===== config.mk =====
export PLATFORM = sky130hd
export DESIGN_NAME = tpg_top
export DESIGN_NICKNAME = d
export VERILOG_FILES = /design/src/verilog/tpg_pkg.sv /design/src/verilog/tpg_prbs.sv /design/src/verilog/tpg_top.sv
export VERILOG_INCLUDE_DIRS = /design/src /design/src/verilog
export SDC_FILE = /design/constraint.sdc
export NUM_CORES = 1
export LEC_CHECK = 0
export BUFFER_PORTS_ARGS = -buffer_cell sky130_fd_sc_hd__buf_2
export CORE_MARGIN = 5
export CORE_UTILIZATION = 41
export DETAILED_ROUTE_END_ITERATION = 10
export PLACE_DENSITY_LB_ADDON = 0.08
export REMOVE_ABC_BUFFERS = 1
export SYNTH_ARGS = -nofsm -noshare
export SYNTH_HDL_FRONTEND = slang
export SYNTH_SLANG_ARGS = --single-unit

===== constraint.sdc =====
create_clock -name clk -period 2.2 [get_ports clk]
set_clock_uncertainty 0.2 [all_clocks]
set_input_delay 0.44 -clock clk [delete_from_list [all_inputs] [get_ports clk]]
set_output_delay 0.44 -clock clk [all_outputs]
set_load 0.02 [all_outputs]

===== src/verilog/tpg_consts.svh =====
`ifndef TPG_CONSTS_SVH
`define TPG_CONSTS_SVH

// Register indices; byte address is four times the index.
`define TPG_IDX_ON 3'h0
`define TPG_IDX_SEL 3'h1
`define TPG_IDX_INJ 3'h2
`define TPG_IDX_LEAD 3'h3
`define TPG_IDX_CLO 3'h4
`define TPG_IDX_CHI 3'h5
`define TPG_IDX_LAST 3'h5

// Byte address bits that select a word.
`define TPG_ADDR_W 5
`define TPG_IDX_LSB 2

// Field positions.
`define TPG_ON_BIT 0
`define TPG_INJ_BIT 0
`define TPG_LEAD_EN_BIT 0
`define TPG_BEATS_MSB 15
`define TPG_BEATS_LSB 8
`define TPG_SEL_P7 0
`define TPG_SEL_P15 1
`define TPG_SEL_P23 2
`define TPG_SEL_P31 3
`define TPG_SEL_HF 4
`define TPG_SEL_LF 5
`define TPG_SEL_W 6
`define TPG_CHI_W 8

// Reset values.
`define TPG_SEL_RST 6'h01
`define TPG_BEATS_RST 8'h00
`define TPG_CLO_RST 32'h00000000
`define TPG_CHI_RST 8'h00

// Shift register lengths and second feedback taps.
`define TPG_P7_LEN 7
`define TPG_P7_TAP 6
`define TPG_P15_LEN 15
`define TPG_P15_TAP 14
`define TPG_P23_LEN 23
`define TPG_P23_TAP 18
`define TPG_P31_LEN 31
`define TPG_P31_TAP 28

`endif


===== src/verilog/tpg_pkg.sv =====
package tpg_pkg;

  typedef enum logic [1:0] {
    TPG_IDLE = 2'b00,
    TPG_LEAD = 2'b01,
    TPG_RUN = 2'b10
  } tpg_phase_t;

endpackage : tpg_pkg


===== src/verilog/tpg_prbs.sv =====
`timescale 1ns/1ps
`default_nettype none

module tpg_prbs #(
  parameter int LEN = 7,
  parameter int TAP = 6,
  parameter int WIDTH = 40
) (
  // Current and advanced shift register.
  input wire logic [LEN-1:0] state,
  output logic [LEN-1:0] next_state,
  // Bits of one beat, first bit in the top position.
  output logic [WIDTH-1:0] bits
);

  logic [LEN-1:0] s;
  logic fb;

  if (LEN < 2 || TAP < 1 || TAP >= LEN)
  begin : g_bad
    $error("tpg_prbs: tap must lie below the register length.");
  end

  always_comb
  begin
    s = state;
    fb = 1'b0;
    bits = '0;
    for (int i = 0; i < WIDTH; i++)
    begin
      fb = s[LEN-1] ^ s[TAP-1];
      bits[WIDTH-1-i] = fb;
      s = {s[LEN-2:0], fb};
    end
    next_state = s;
  end

endmodule : tpg_prbs

`default_nettype wire


===== src/verilog/tpg_top.sv =====
// Notes on behaviour
// [RULE_01] Generate only while on/off bit 0 is set.
// [RULE_02] While on, only on/off and error writes apply.
// [RULE_03] Final output held on the next cycle after off.
// [RULE_04] Select bit 0 gives PRBS-7, taps 7 and 6.
// [RULE_05] Select bit 1 gives PRBS-15, taps 15 and 14.
// [RULE_06] Select bit 2 gives PRBS-23, taps 23 and 18.
// [RULE_07] Select bit 3 gives PRBS-31, taps 31 and 28.
// [RULE_08] Select bit 4 gives alternating 0101 symbols.
// [RULE_09] Select bit 5 gives half ones, half zeros.
// [RULE_10] Software keeps the select field one-hot.
// [RULE_11] Error request flips exactly one stream bit.
// [RULE_12] Error request stays set until applied.
// [RULE_13] Repeat request while pending does nothing.
// [RULE_14] Corrupted beat may vanish if switched off.
// [RULE_15] Lead-in character sent first when enabled.
// [RULE_16] Lead-in control bits 15:8 give beat count.
// [RULE_17] Low lead-in register gives character bits 31:0.
// [RULE_18] High register gives bits 39:32, unused at 32.
// [RULE_19] Software writes zeros to reserved fields.
// [RULE_20] One beat per clock while generating.
//
// The address map and the APB register port were decided locally.
`include "tpg_consts.svh"
`timescale 1ns/1ps
`default_nettype none

module tpg_top
  import tpg_pkg::*;
#(
  parameter int stream_width_param = 40
) (
  // Clock and reset.
  input wire logic clk,
  input wire logic rst_b,
  // APB slave.
  input wire logic [`TPG_ADDR_W-1:0] paddr,
  input wire logic psel,
  input wire logic penable,
  input wire logic pwrite,
  input wire logic [31:0] pwdata,
  output logic [31:0] prdata,
  output logic pready,
  output logic pslverr,
  // Stream source.
  output logic [stream_width_param-1:0] stream_data,
  output logic stream_valid
);

  localparam int SYM_W = stream_width_param / 4;

  if (stream_width_param != 32 && stream_width_param != 40)
  begin : g_bad_width
    $error("tpg_top: stream width must be 32 or 40.");
  end

  // Register state.
  tpg_phase_t phase_q;
  logic [`TPG_SEL_W-1:0] sel_q;
  logic inject_q;
  logic lead_en_q;
  logic [7:0] beats_q;
  logic [31:0] char_lo_q;
  logic [`TPG_CHI_W-1:0] char_hi_q;
  logic [7:0] lead_cnt_q;

  // Bus slave state.
  logic pready_q;
  logic pslverr_q;
  logic [31:0] prdata_q;

  // Stream state.
  logic [stream_width_param-1:0] data_q;
  logic valid_q;

  // Shift registers, one per sequence length.
  logic [`TPG_P7_LEN-1:0] p7_q;
  logic [`TPG_P15_LEN-1:0] p15_q;
  logic [`TPG_P23_LEN-1:0] p23_q;
  logic [`TPG_P31_LEN-1:0] p31_q;
  logic [`TPG_P7_LEN-1:0] p7_d;
  logic [`TPG_P15_LEN-1:0] p15_d;
  logic [`TPG_P23_LEN-1:0] p23_d;
  logic [`TPG_P31_LEN-1:0] p31_d;
  logic [stream_width_param-1:0] p7_bits;
  logic [stream_width_param-1:0] p15_bits;
  logic [stream_width_param-1:0] p23_bits;
  logic [stream_width_param-1:0] p31_bits;

  // Decode.
  logic [2:0] idx;
  logic mapped;
  logic take;
  logic wr;
  logic cfg_wr;
  logic gen_on;
  logic start;
  logic stop;
  logic apply;
  logic [31:0] rd_d;
  logic [stream_width_param-1:0] hf_word;
  logic [stream_width_param-1:0] lf_word;
  logic [stream_width_param-1:0] lead_char;
  logic [39:0] char_full;
  logic [stream_width_param-1:0] pat_d;
  logic [stream_width_param-1:0] beat_d;
  logic [stream_width_param-1:0] flip;

  assign idx = paddr[`TPG_IDX_LSB+2:`TPG_IDX_LSB];
  assign mapped = (idx <= `TPG_IDX_LAST);
  assign take = psel & penable & pready_q;
  assign wr = take & pwrite & mapped;
  // Configuration is frozen while the generator runs.
  assign cfg_wr = wr & ~gen_on; // [RULE_02]
  assign gen_on = (phase_q != TPG_IDLE); // [RULE_01]
  assign start = wr & (idx == `TPG_IDX_ON) & pwdata[`TPG_ON_BIT] & ~gen_on;
  assign stop = wr & (idx == `TPG_IDX_ON) & ~pwdata[`TPG_ON_BIT];
  assign apply = inject_q & gen_on; // [RULE_11]

  assign prdata = prdata_q;
  assign pready = pready_q;
  assign pslverr = pslverr_q;
  assign stream_data = data_q;
  assign stream_valid = valid_q;

  tpg_prbs #(
    .LEN(`TPG_P7_LEN),
    .TAP(`TPG_P7_TAP),
    .WIDTH(stream_width_param)
  ) u_p7 (
    .state(p7_q),
    .next_state(p7_d),
    .bits(p7_bits)
  ); // [RULE_04]

  tpg_prbs #(
    .LEN(`TPG_P15_LEN),
    .TAP(`TPG_P15_TAP),
    .WIDTH(stream_width_param)
  ) u_p15 (
    .state(p15_q),
    .next_state(p15_d),
    .bits(p15_bits)
  ); // [RULE_05]

  tpg_prbs #(
    .LEN(`TPG_P23_LEN),
    .TAP(`TPG_P23_TAP),
    .WIDTH(stream_width_param)
  ) u_p23 (
    .state(p23_q),
    .next_state(p23_d),
    .bits(p23_bits)
  ); // [RULE_06]

  tpg_prbs #(
    .LEN(`TPG_P31_LEN),
    .TAP(`TPG_P31_TAP),
    .WIDTH(stream_width_param)
  ) u_p31 (
    .state(p31_q),
    .next_state(p31_d),
    .bits(p31_bits)
  ); // [RULE_07]

  // Fixed patterns and the lead-in character.
  always_comb
  begin
    hf_word = '0;
    lf_word = '0;
    for (int s = 0; s < 4; s++)
    begin
      hf_word[s*SYM_W +: SYM_W] = {(SYM_W/2){2'b01}}; // [RULE_08]
      lf_word[s*SYM_W +: SYM_W] =
        {{(SYM_W/2){1'b1}}, {(SYM_W/2){1'b0}}}; // [RULE_09]
    end
  end

  // The top byte drops out of a 32-bit stream.
  assign char_full = {char_hi_q, char_lo_q}; // [RULE_17]
  assign lead_char = char_full[stream_width_param-1:0]; // [RULE_18]

  // Lowest set select bit wins; other mixes are left to software.
  always_comb
  begin
    pat_d = hf_word;
    if (sel_q[`TPG_SEL_P7])
      pat_d = p7_bits;
    else if (sel_q[`TPG_SEL_P15])
      pat_d = p15_bits;
    else if (sel_q[`TPG_SEL_P23])
      pat_d = p23_bits;
    else if (sel_q[`TPG_SEL_P31])
      pat_d = p31_bits;
    else if (sel_q[`TPG_SEL_HF])
      pat_d = hf_word;
    else if (sel_q[`TPG_SEL_LF])
      pat_d = lf_word;
  end

  always_comb
  begin
    case (phase_q)
      TPG_LEAD: beat_d = lead_char; // [RULE_15]
      TPG_RUN: beat_d = pat_d;
      default: beat_d = data_q;
    endcase
    flip = '0;
    flip[0] = apply; // [RULE_11]
  end

  // Phase of generation.
  always_ff @(posedge clk)
  begin
    if (!rst_b)
    begin
      phase_q <= TPG_IDLE;
      lead_cnt_q <= 8'h00;
    end
    else
    begin
      case (phase_q)
        TPG_IDLE:
        begin
          if (start && lead_en_q && beats_q != 8'h00)
          begin
            phase_q <= TPG_LEAD; // [RULE_15]
            lead_cnt_q <= beats_q; // [RULE_16]
          end
          else if (start)
            phase_q <= TPG_RUN;
        end
        TPG_LEAD:
        begin
          lead_cnt_q <= lead_cnt_q - 8'h01;
          if (stop)
            phase_q <= TPG_IDLE; // [RULE_01]
          else if (lead_cnt_q == 8'h01)
            phase_q <= TPG_RUN;
        end
        TPG_RUN:
        begin
          if (stop)
            phase_q <= TPG_IDLE; // [RULE_01]
        end
        default: phase_q <= TPG_IDLE;
      endcase
    end
  end

  // Configuration registers.
  always_ff @(posedge clk)
  begin
    if (!rst_b)
    begin
      sel_q <= `TPG_SEL_RST;
      lead_en_q <= 1'b0;
      beats_q <= `TPG_BEATS_RST;
      char_lo_q <= `TPG_CLO_RST;
      char_hi_q <= `TPG_CHI_RST;
    end
    else if (cfg_wr) // [RULE_02]
    begin
      if (idx == `TPG_IDX_SEL)
        sel_q <= pwdata[`TPG_SEL_W-1:0];
      if (idx == `TPG_IDX_LEAD)
      begin
        lead_en_q <= pwdata[`TPG_LEAD_EN_BIT];
        beats_q <= pwdata[`TPG_BEATS_MSB:`TPG_BEATS_LSB]; // [RULE_16]
      end
      if (idx == `TPG_IDX_CLO)
        char_lo_q <= pwdata; // [RULE_17]
      if (idx == `TPG_IDX_CHI)
        char_hi_q <= pwdata[`TPG_CHI_W-1:0]; // [RULE_18]
    end
  end

  // A pending request ignores further writes and clears once applied.
  always_ff @(posedge clk)
  begin
    if (!rst_b)
      inject_q <= 1'b0;
    else if (apply)
      inject_q <= 1'b0; // [RULE_12]
    else if (wr && idx == `TPG_IDX_INJ && pwdata[`TPG_INJ_BIT])
      inject_q <= 1'b1; // [RULE_13]
  end

  // Shift registers restart from all ones on each start.
  always_ff @(posedge clk)
  begin
    if (!rst_b || start)
    begin
      p7_q <= '1;
      p15_q <= '1;
      p23_q <= '1;
      p31_q <= '1;
    end
    else if (phase_q == TPG_RUN)
    begin
      if (sel_q[`TPG_SEL_P7])
        p7_q <= p7_d; // [RULE_04]
      if (sel_q[`TPG_SEL_P15])
        p15_q <= p15_d; // [RULE_05]
      if (sel_q[`TPG_SEL_P23])
        p23_q <= p23_d; // [RULE_06]
      if (sel_q[`TPG_SEL_P31])
        p31_q <= p31_d; // [RULE_07]
    end
  end

  // Stream output; the register simply holds once generation stops, so
  // the final beat stays visible, including a beat whose error was
  // applied in the same cycle that software stops.
  always_ff @(posedge clk)
  begin
    if (!rst_b)
    begin
      data_q <= hf_word;
      valid_q <= 1'b0;
    end
    else
    begin
      valid_q <= gen_on; // [RULE_20]
      if (gen_on) // [RULE_03]
        data_q <= beat_d ^ flip; // [RULE_14]
    end
  end

  // Read mux; reserved bits read as zero.
  always_comb
  begin
    rd_d = 32'h00000000;
    case (idx)
      `TPG_IDX_ON: rd_d[`TPG_ON_BIT] = gen_on;
      `TPG_IDX_SEL: rd_d[`TPG_SEL_W-1:0] = sel_q;
      `TPG_IDX_INJ: rd_d[`TPG_INJ_BIT] = inject_q;
      `TPG_IDX_LEAD:
      begin
        rd_d[`TPG_LEAD_EN_BIT] = lead_en_q;
        rd_d[`TPG_BEATS_MSB:`TPG_BEATS_LSB] = beats_q;
      end
      `TPG_IDX_CLO: rd_d = char_lo_q;
      `TPG_IDX_CHI: rd_d[`TPG_CHI_W-1:0] = char_hi_q;
      default: rd_d = 32'h00000000;
    endcase
  end

  // One wait state keeps every bus output registered.
  always_ff @(posedge clk)
  begin
    if (!rst_b)
    begin
      pready_q <= 1'b0;
      pslverr_q <= 1'b0;
      prdata_q <= 32'h00000000;
    end
    else if (psel && penable && !pready_q)
    begin
      pready_q <= 1'b1;
      pslverr_q <= ~mapped;
      prdata_q <= (pwrite || !mapped) ? 32'h00000000 : rd_d;
    end
    else
    begin
      pready_q <= 1'b0;
      pslverr_q <= 1'b0;
    end
  end
endmodule : tpg_top

`default_nettype wire


# After elaboration in Yosys (flattened, before gate mapping)
# Index checks and enable logic that the tools add are counted.
# Widths: inputs -> output; s select.
[classes]
n_addsub = 1
n_reduce_logical = 28
n_lt_le_gt_ge = 1
n_eq_ne = 12
n_bitwise = 175
mux = 22
[op_table]
columns = ["op", "n"]
rows = [
  ["$mux 40", 6],
  ["$xor 1x1->1", 160],
  ["$pmux 40 s2", 1],
  ["$xor 40x1->40", 1],
  ["$mux 32", 1],
  ["$pmux 8 s2", 2],
  ["$reduce_and 2->1", 10],
  ["$mux 16", 1],
  ["$pmux 5 s3", 1],
  ["$and 1x1->1", 10],
  ["$mux 2", 5],
  ["$eq 8x1->1 const B", 1],
  ["$mux 8", 1],
  ["$reduce_bool 8->1", 1],
  ["$sub 8x1->8 const B", 1],
  ["$eq 3x2->1 const B", 2],
  ["$eq 3x3->1 const B", 2],
  ["$logic_and 1x1->1", 6],
  ["$ne 3x3->1 const B", 2],
  ["$pmux 1 s6", 1],
  ["$pmux 2 s3", 1],
  ["$ne 2x2->1 const B", 2],
  ["$not 1->1", 4],
  ["$pmux 2 s2", 1],
  ["other kinds (12)", 16],
]
[totals]
ff_bits = 217
in_bits = 42
out_inout_bits = 75
elab_cells = 256

# Depth between registers and ports, before layout
[depth]
depth_word = 11
mapped_depth = 9
mapped_depth_nobuf = 8

# Cells and area by module
# Synthesis repeated with hierarchy kept, for this count alone.
[hier_totals]
cells_unflattened = 1498
hier_area_um2 = 12109.1
[modules_own_cells]
columns = ["mod", "instances", "seq_area_each_um2", "area_each_um2", "cells_each"]
rows = [
  ["tpg_top", 1, 4344.2, 9605.5, 1231],
  ["tpg_prbs at u_p23", 1, 0.0, 693.2, 69],
  ["tpg_prbs at u_p31", 1, 0.0, 640.6, 73],
  ["tpg_prbs at u_p7", 1, 0.0, 594.3, 61],
  ["tpg_prbs at u_p15", 1, 0.0, 575.6, 64],
]

# Least setup slack after synthesis
# No wires, ideal clock.
[synth_path]
path_type = "reg2reg"
from = "register phase_q[0]"
to = "register lead_cnt_q[2]"
path_buffers = 1
setup_slack_ps = -27
path_stages_with_launch = 10
arrival_time_ps = 1895
t_required_ps = 1868
setup_ps = 132
period_less_slack_ps = 2227
path_cell_list = "dfxtp_1 inv_1 ha_1 clkbuf_1 inv_1 nor4_4 and3_4 a21oi_2 o21ai_0 a21oi_1"
[synth_between]
elab_chain_len = 7
elab_cells_between_ends = 11
cone_classes = "eq/ne (2); mux (1); bitwise (2); reduce/logical (6)"
[synth_lines]
columns = ["element", "line", "rtl"]
rows = [
  ["start, declared", "tpg_top.sv:58", "tpg_phase_t phase_q;"],
  ["start signal, assigned", "tpg_top.sv:217", "phase_q <= TPG_IDLE;"],
  ["start signal, assigned", "tpg_top.sv:227", "phase_q <= TPG_LEAD;"],
  ["start signal, assigned", "tpg_top.sv:231", "phase_q <= TPG_RUN;"],
  ["$reduce_bool 2->1", "tpg_top.sv:115", "assign gen_on = (phase_q != TPG_IDLE);"],
  ["$not 1->1", "tpg_top.sv:116", "assign start = wr & (idx == `TPG_IDX_ON) & pwdata[`TPG_ON_BIT] & ~gen_on;"],
  ["$and 1x1->1", "tpg_top.sv:116", ""],
  ["$logic_and 1x1->1 (2 in a row)", "tpg_top.sv:225", "if (start && lead_en_q && beats_q != 8'h00)"],
  ["$ne 2x2->1 (no line)", "n/a", ""],
  ["$reduce_and 2->1 (no line)", "n/a", ""],
  ["end signal, assigned", "tpg_top.sv:228", "lead_cnt_q <= beats_q;"],
  ["end signal, assigned", "tpg_top.sv:235", "lead_cnt_q <= lead_cnt_q - 8'h01;"],
  ["end, declared", "tpg_top.sv:65", "logic [7:0] lead_cnt_q;"],
]
# Parallel ways exist; a longest one is shown, timed or not.
# A chain may end at the register's enable or synchronous reset.

# Worst setup path in the final report
[layout_path]
from = "register p23_q[19]"
to = "register data_q[0], in the netlist stream_data[0]"
[layout_between]
elab_chain_len = 8
[layout_lines]
columns = ["element", "line", "rtl"]
rows = [
  ["start, declared", "tpg_top.sv:79", "logic [`TPG_P23_LEN-1:0] p23_q;"],
  ["start signal, assigned", "tpg_top.sv:306", "p23_q <= p23_d;"],
  ["$xor 1x1->1 (3 in a row)", "tpg_prbs.sv:31", "fb = s[LEN-1] ^ s[TAP-1];"],
  ["$mux 40", "tpg_top.sv:191", "else if (sel_q[`TPG_SEL_P23])"],
  ["$mux 40", "tpg_top.sv:189", "else if (sel_q[`TPG_SEL_P15])"],
  ["$mux 40", "tpg_top.sv:187", "if (sel_q[`TPG_SEL_P7])"],
  ["$pmux 40 s2", "tpg_top.sv:203", "case (phase_q)"],
  ["$xor 40x1->40", "tpg_top.sv:326", "data_q <= beat_d ^ flip;"],
  ["end signal, assigned", "tpg_top.sv:319", "data_q <= hf_word;"],
  ["end signal, assigned", "tpg_top.sv:326", ""],
  ["end, declared", "tpg_top.sv:73", "logic [stream_width_param-1:0] data_q;"],
]
# No other way between the ends.

==> results.ini <==
[outcome]
status = completed

[floorplan]
die_y_um = 175
dieWidth_um = 175
io_pins = 117
core_area_um2 = 26900
initial_core_util_pct = 41.5
die_area_um2 = 30600
rows = 60

[placement]
io_buffers = 114
dpl.hpwl_um = 27500
preCtsSetupSlack_ns = -0.111
gp_congestion = 0.898

[timing]
slew_headroom_pct = 54.9
post-route-period-util_pct = 95.5
report.final.slew_viol_count = 0
fmax_mhz = 476
final.setup.worst_slack_ns = 0.0986
fin_tns_setup_ns = 0
finalHoldWorstSlack_ns = 0.0954
rsz0062_at_grt = true
finalSetupViolCount = 0
worstMarginPinSlew_ns = 0.672
hold_viol = 0
period_needed_ns = 2.10

[detailed_routing]
vias = 10300
drt_iter0_drc = 922
detail_route.wl_per_cell_um = 20.1
wirelength_um = 37600
drtPass1Iterations = 8
avgViaCountPerCell = 5.51
ant_nets = 0
drc_errors = 0

[layout]
nNetsFinal = 1566
layout_commonest_cell = nand2_1
diodes = 0
fillCellCount = 2586
area_delta_synth_final_pct = 24.5
final_cell_mix = 246 x nand2_1, 213 x dfxtp_1, 123 x xnor2_1, 117 x a21oi_1, 114 x buf_2
drive_gt1_share_pct = 20.9

[critical_path]
rr_endpoint = stream_data[0]$_SDFFE_PN1N_
endpoint_kind = register
critPathMaxFanout = 3
arrival_ns = 2.31
crit_required_ns = 2.41
rrSetupSlack_ns = 0.1
r2r_cells = 7
path_cells = xor2_4 > xor2_1 > a211o_1 > a21oi_1 > buf_4 > nor4bb_1 > o31ai_1
crit_type = reg -> reg
cp_slowest_stage_delay_ns = 0.39
critPathSlowestCell = dfxtp_2
critPathLaunchType = register
r2r-start = p23_q[19]$_SDFFE_PP1P_

[power]
pwr_density_cell_nw_per_um2 = 684
ir_drop_mv = 0.485
leakagePower_nw = 5.54

[global_route]
grt_max_degree = 100
grt_usage_pct = 23.7
grt_pass1_wl_um = 58100
grt_pass1_vias = 9863
antenna_found_initial = 0
grt_overflow_total = 0

[synth]
yosysTopAreaCell = dfxtp_1
yosys_warnings = 0
seq_area_frac_synth_pct = 38.9
synth_area_um2 = 11200
synthArstFlopShare_pct = 0
ys_types = 69
synth_top_area_share_pct = 38.9
synth_area_leaders = dfxtp_1 39%, xnor2_1 9.7%, nand2_1 8.3%, o211ai_1 6.1%, a21oi_1 5.3%
synthFlopType = dfxtp_1
syn_inst = 1356
postSynthAreaPerCell_um2 = 8.23
synth_edf_count = 0
synth-seq-cells = 217

[min_path]
hold_depth = 4
holdPathEnd = sel_q[0]$_SDFFE_PN1P_
min_path_type = in -> reg
worstHoldStart = pwdata[0]

[clock_tree]
cts.htree.levels = 1
cts_max_path_buffers = 3
clk_pin_slew_ns = 0.06
cts_buffers = 25
insertion_delay_ns = 0.53
root_buffer = clkbuf_16
tritoncts = done
cts.sinks = 217

[run]
drv_cap = 0

[worst max-delay path by stage]
stage	from	endpoint	slack, ns	cells after the start
floorplan	rst_b	p23_q[0]$_SDFFE_PP1P_	-1.76	3
finish	p23_q[19]$_SDFFE_PP1P_	stream_data[0]$_SDFFE_PN1N_	0.1	7
detailed placement	paddr[3]	lead_cnt_q[4]$_SDFFE_PN0P_	-0.11	7
CTS	p23_q[19]$_SDFFE_PP1P_	stream_data[0]$_SDFFE_PN1N_	0.03	7
global route	sel_q[3]$_SDFFE_PN0P_	stream_data[0]$_SDFFE_PN1N_	-0.04	8
global placement	paddr[3]	lead_cnt_q[4]$_SDFFE_PN0P_	-0.08	7
[timing repair]
item / in CTS / in global routing
setup buffers: 0 / 1
pin swaps: 0 / 2
hold buffers: 32 / 0
gates cloned: 0 / 0
endpoints found under the hold margin: 51 / 0
resized for setup: 2 / 7
endpoints found under the setup margin: 2 / 7
[metal layers]
metal | up-vias | wire length (um) | GRT usage [%]
met5 | - | 0 | 0
met4 | 0 | 1140 | 7.10
met3 | 63 | 2290 | 3.14
met1 | 4841 | 18100 | 35.5
li1 | 5071 | - | -
met2 | 348 | 16100 | 35.5
[cells in the mapped netlist, drive strengths merged, types with 9 or more instances]
| library cell | count |
|---|---|
| nand3 | 16 |
| o221ai | 9 |
| a22oi | 43 |
| a21oi | 119 |
| o21ai | 52 |
| a221oi | 12 |
| o221a | 10 |
| buf | 31 |
| xnor2 | 126 |
| dfxtp | 217 |
| o211ai | 90 |
| o22ai | 10 |
| nand2 | 246 |
| mux2i | 9 |
| a211oi | 12 |
| a31oi | 9 |
| nor2 | 88 |
| xor2 | 43 |
| clkbuf | 102 |
| inv | 10 |
[final cells by class]
class	count	area (um2)	share of cell area, %
Tap cell	341	427	3.07
Multi-Input combinational cell	994	6270	45.1
Sequential cell	217	4350	31.3
Clock buffer	35	713	5.14
Clock inverter	7	91.3	0.658
Inverter	12	46.3	0.333
Timing Repair Buffer	269	1990	14.3
[kinds of logic (layout without fill, tap and decap cells)]
logic type / count (synthesis) / in the layout / share of synthesized area [%]
AO/OA/AOI/OAI: 409 / 409 / 24.6
AND/OR/NAND/NOR: 394 / 394 / 15.0
flip-flops: 217 / 217 / 38.9
XOR/XNOR: 169 / 169 / 13.8
buffers and inverters: 145 / 323 / 5.44
multiplexers: 17 / 17 / 1.62
adder cells (fa/ha/maj): 5 / 5 / 0.561
[flip-flops by register name, summed over array words and instances, names as in the netlist, 7 cells and up]
| name | count |
|---|---|
| p7_q | 7 |
| lead_cnt_q | 8 |
| p31_q | 31 |
| char_lo_q | 32 |
| stream_data | 40 |
| prdata | 32 |
| char_hi_q | 8 |
| p15_q | 15 |
| beats_q | 8 |
| p23_q | 23 |
[critical path: cells and delay by family (launching register included)]
family / cells / cell delay (ns)
AOI/OAI and AO/OA: 3 / 0.42
xor gates and xnor gates: 2 / 0.55
buffers and inverters: 1 / 0.15
DFF: 1 / 0.39
and+or+nand+nor: 1 / 0.25
[power breakdown]
part / internal, mW / switching (mW)
logic: 0.504 / 0.687
registers: 4.02 / 0.0728
clock network: 2.48 / 1.74
total: 7.00 / 2.50
[through the flow]
| step | cell area [um2] | power, mW | utilization (%) | std cells |
|---|---|---|---|---|
| finish | 13900 | 9.50 | 51.7 | 1875 |
| CTS | 13800 | 9.55 | 51.5 | 1874 |
| global placement | 12700 | 5.31 | 47.3 | 1800 |
| floorplan | 10600 | 4.78 | - | 1223 |
| global route | 13900 | 9.83 | 51.7 | 1875 |
| detailed placement | 12700 | 5.32 | 47.3 | 1800 |
No activity file was read; power rests on OpenSTA's default activity.
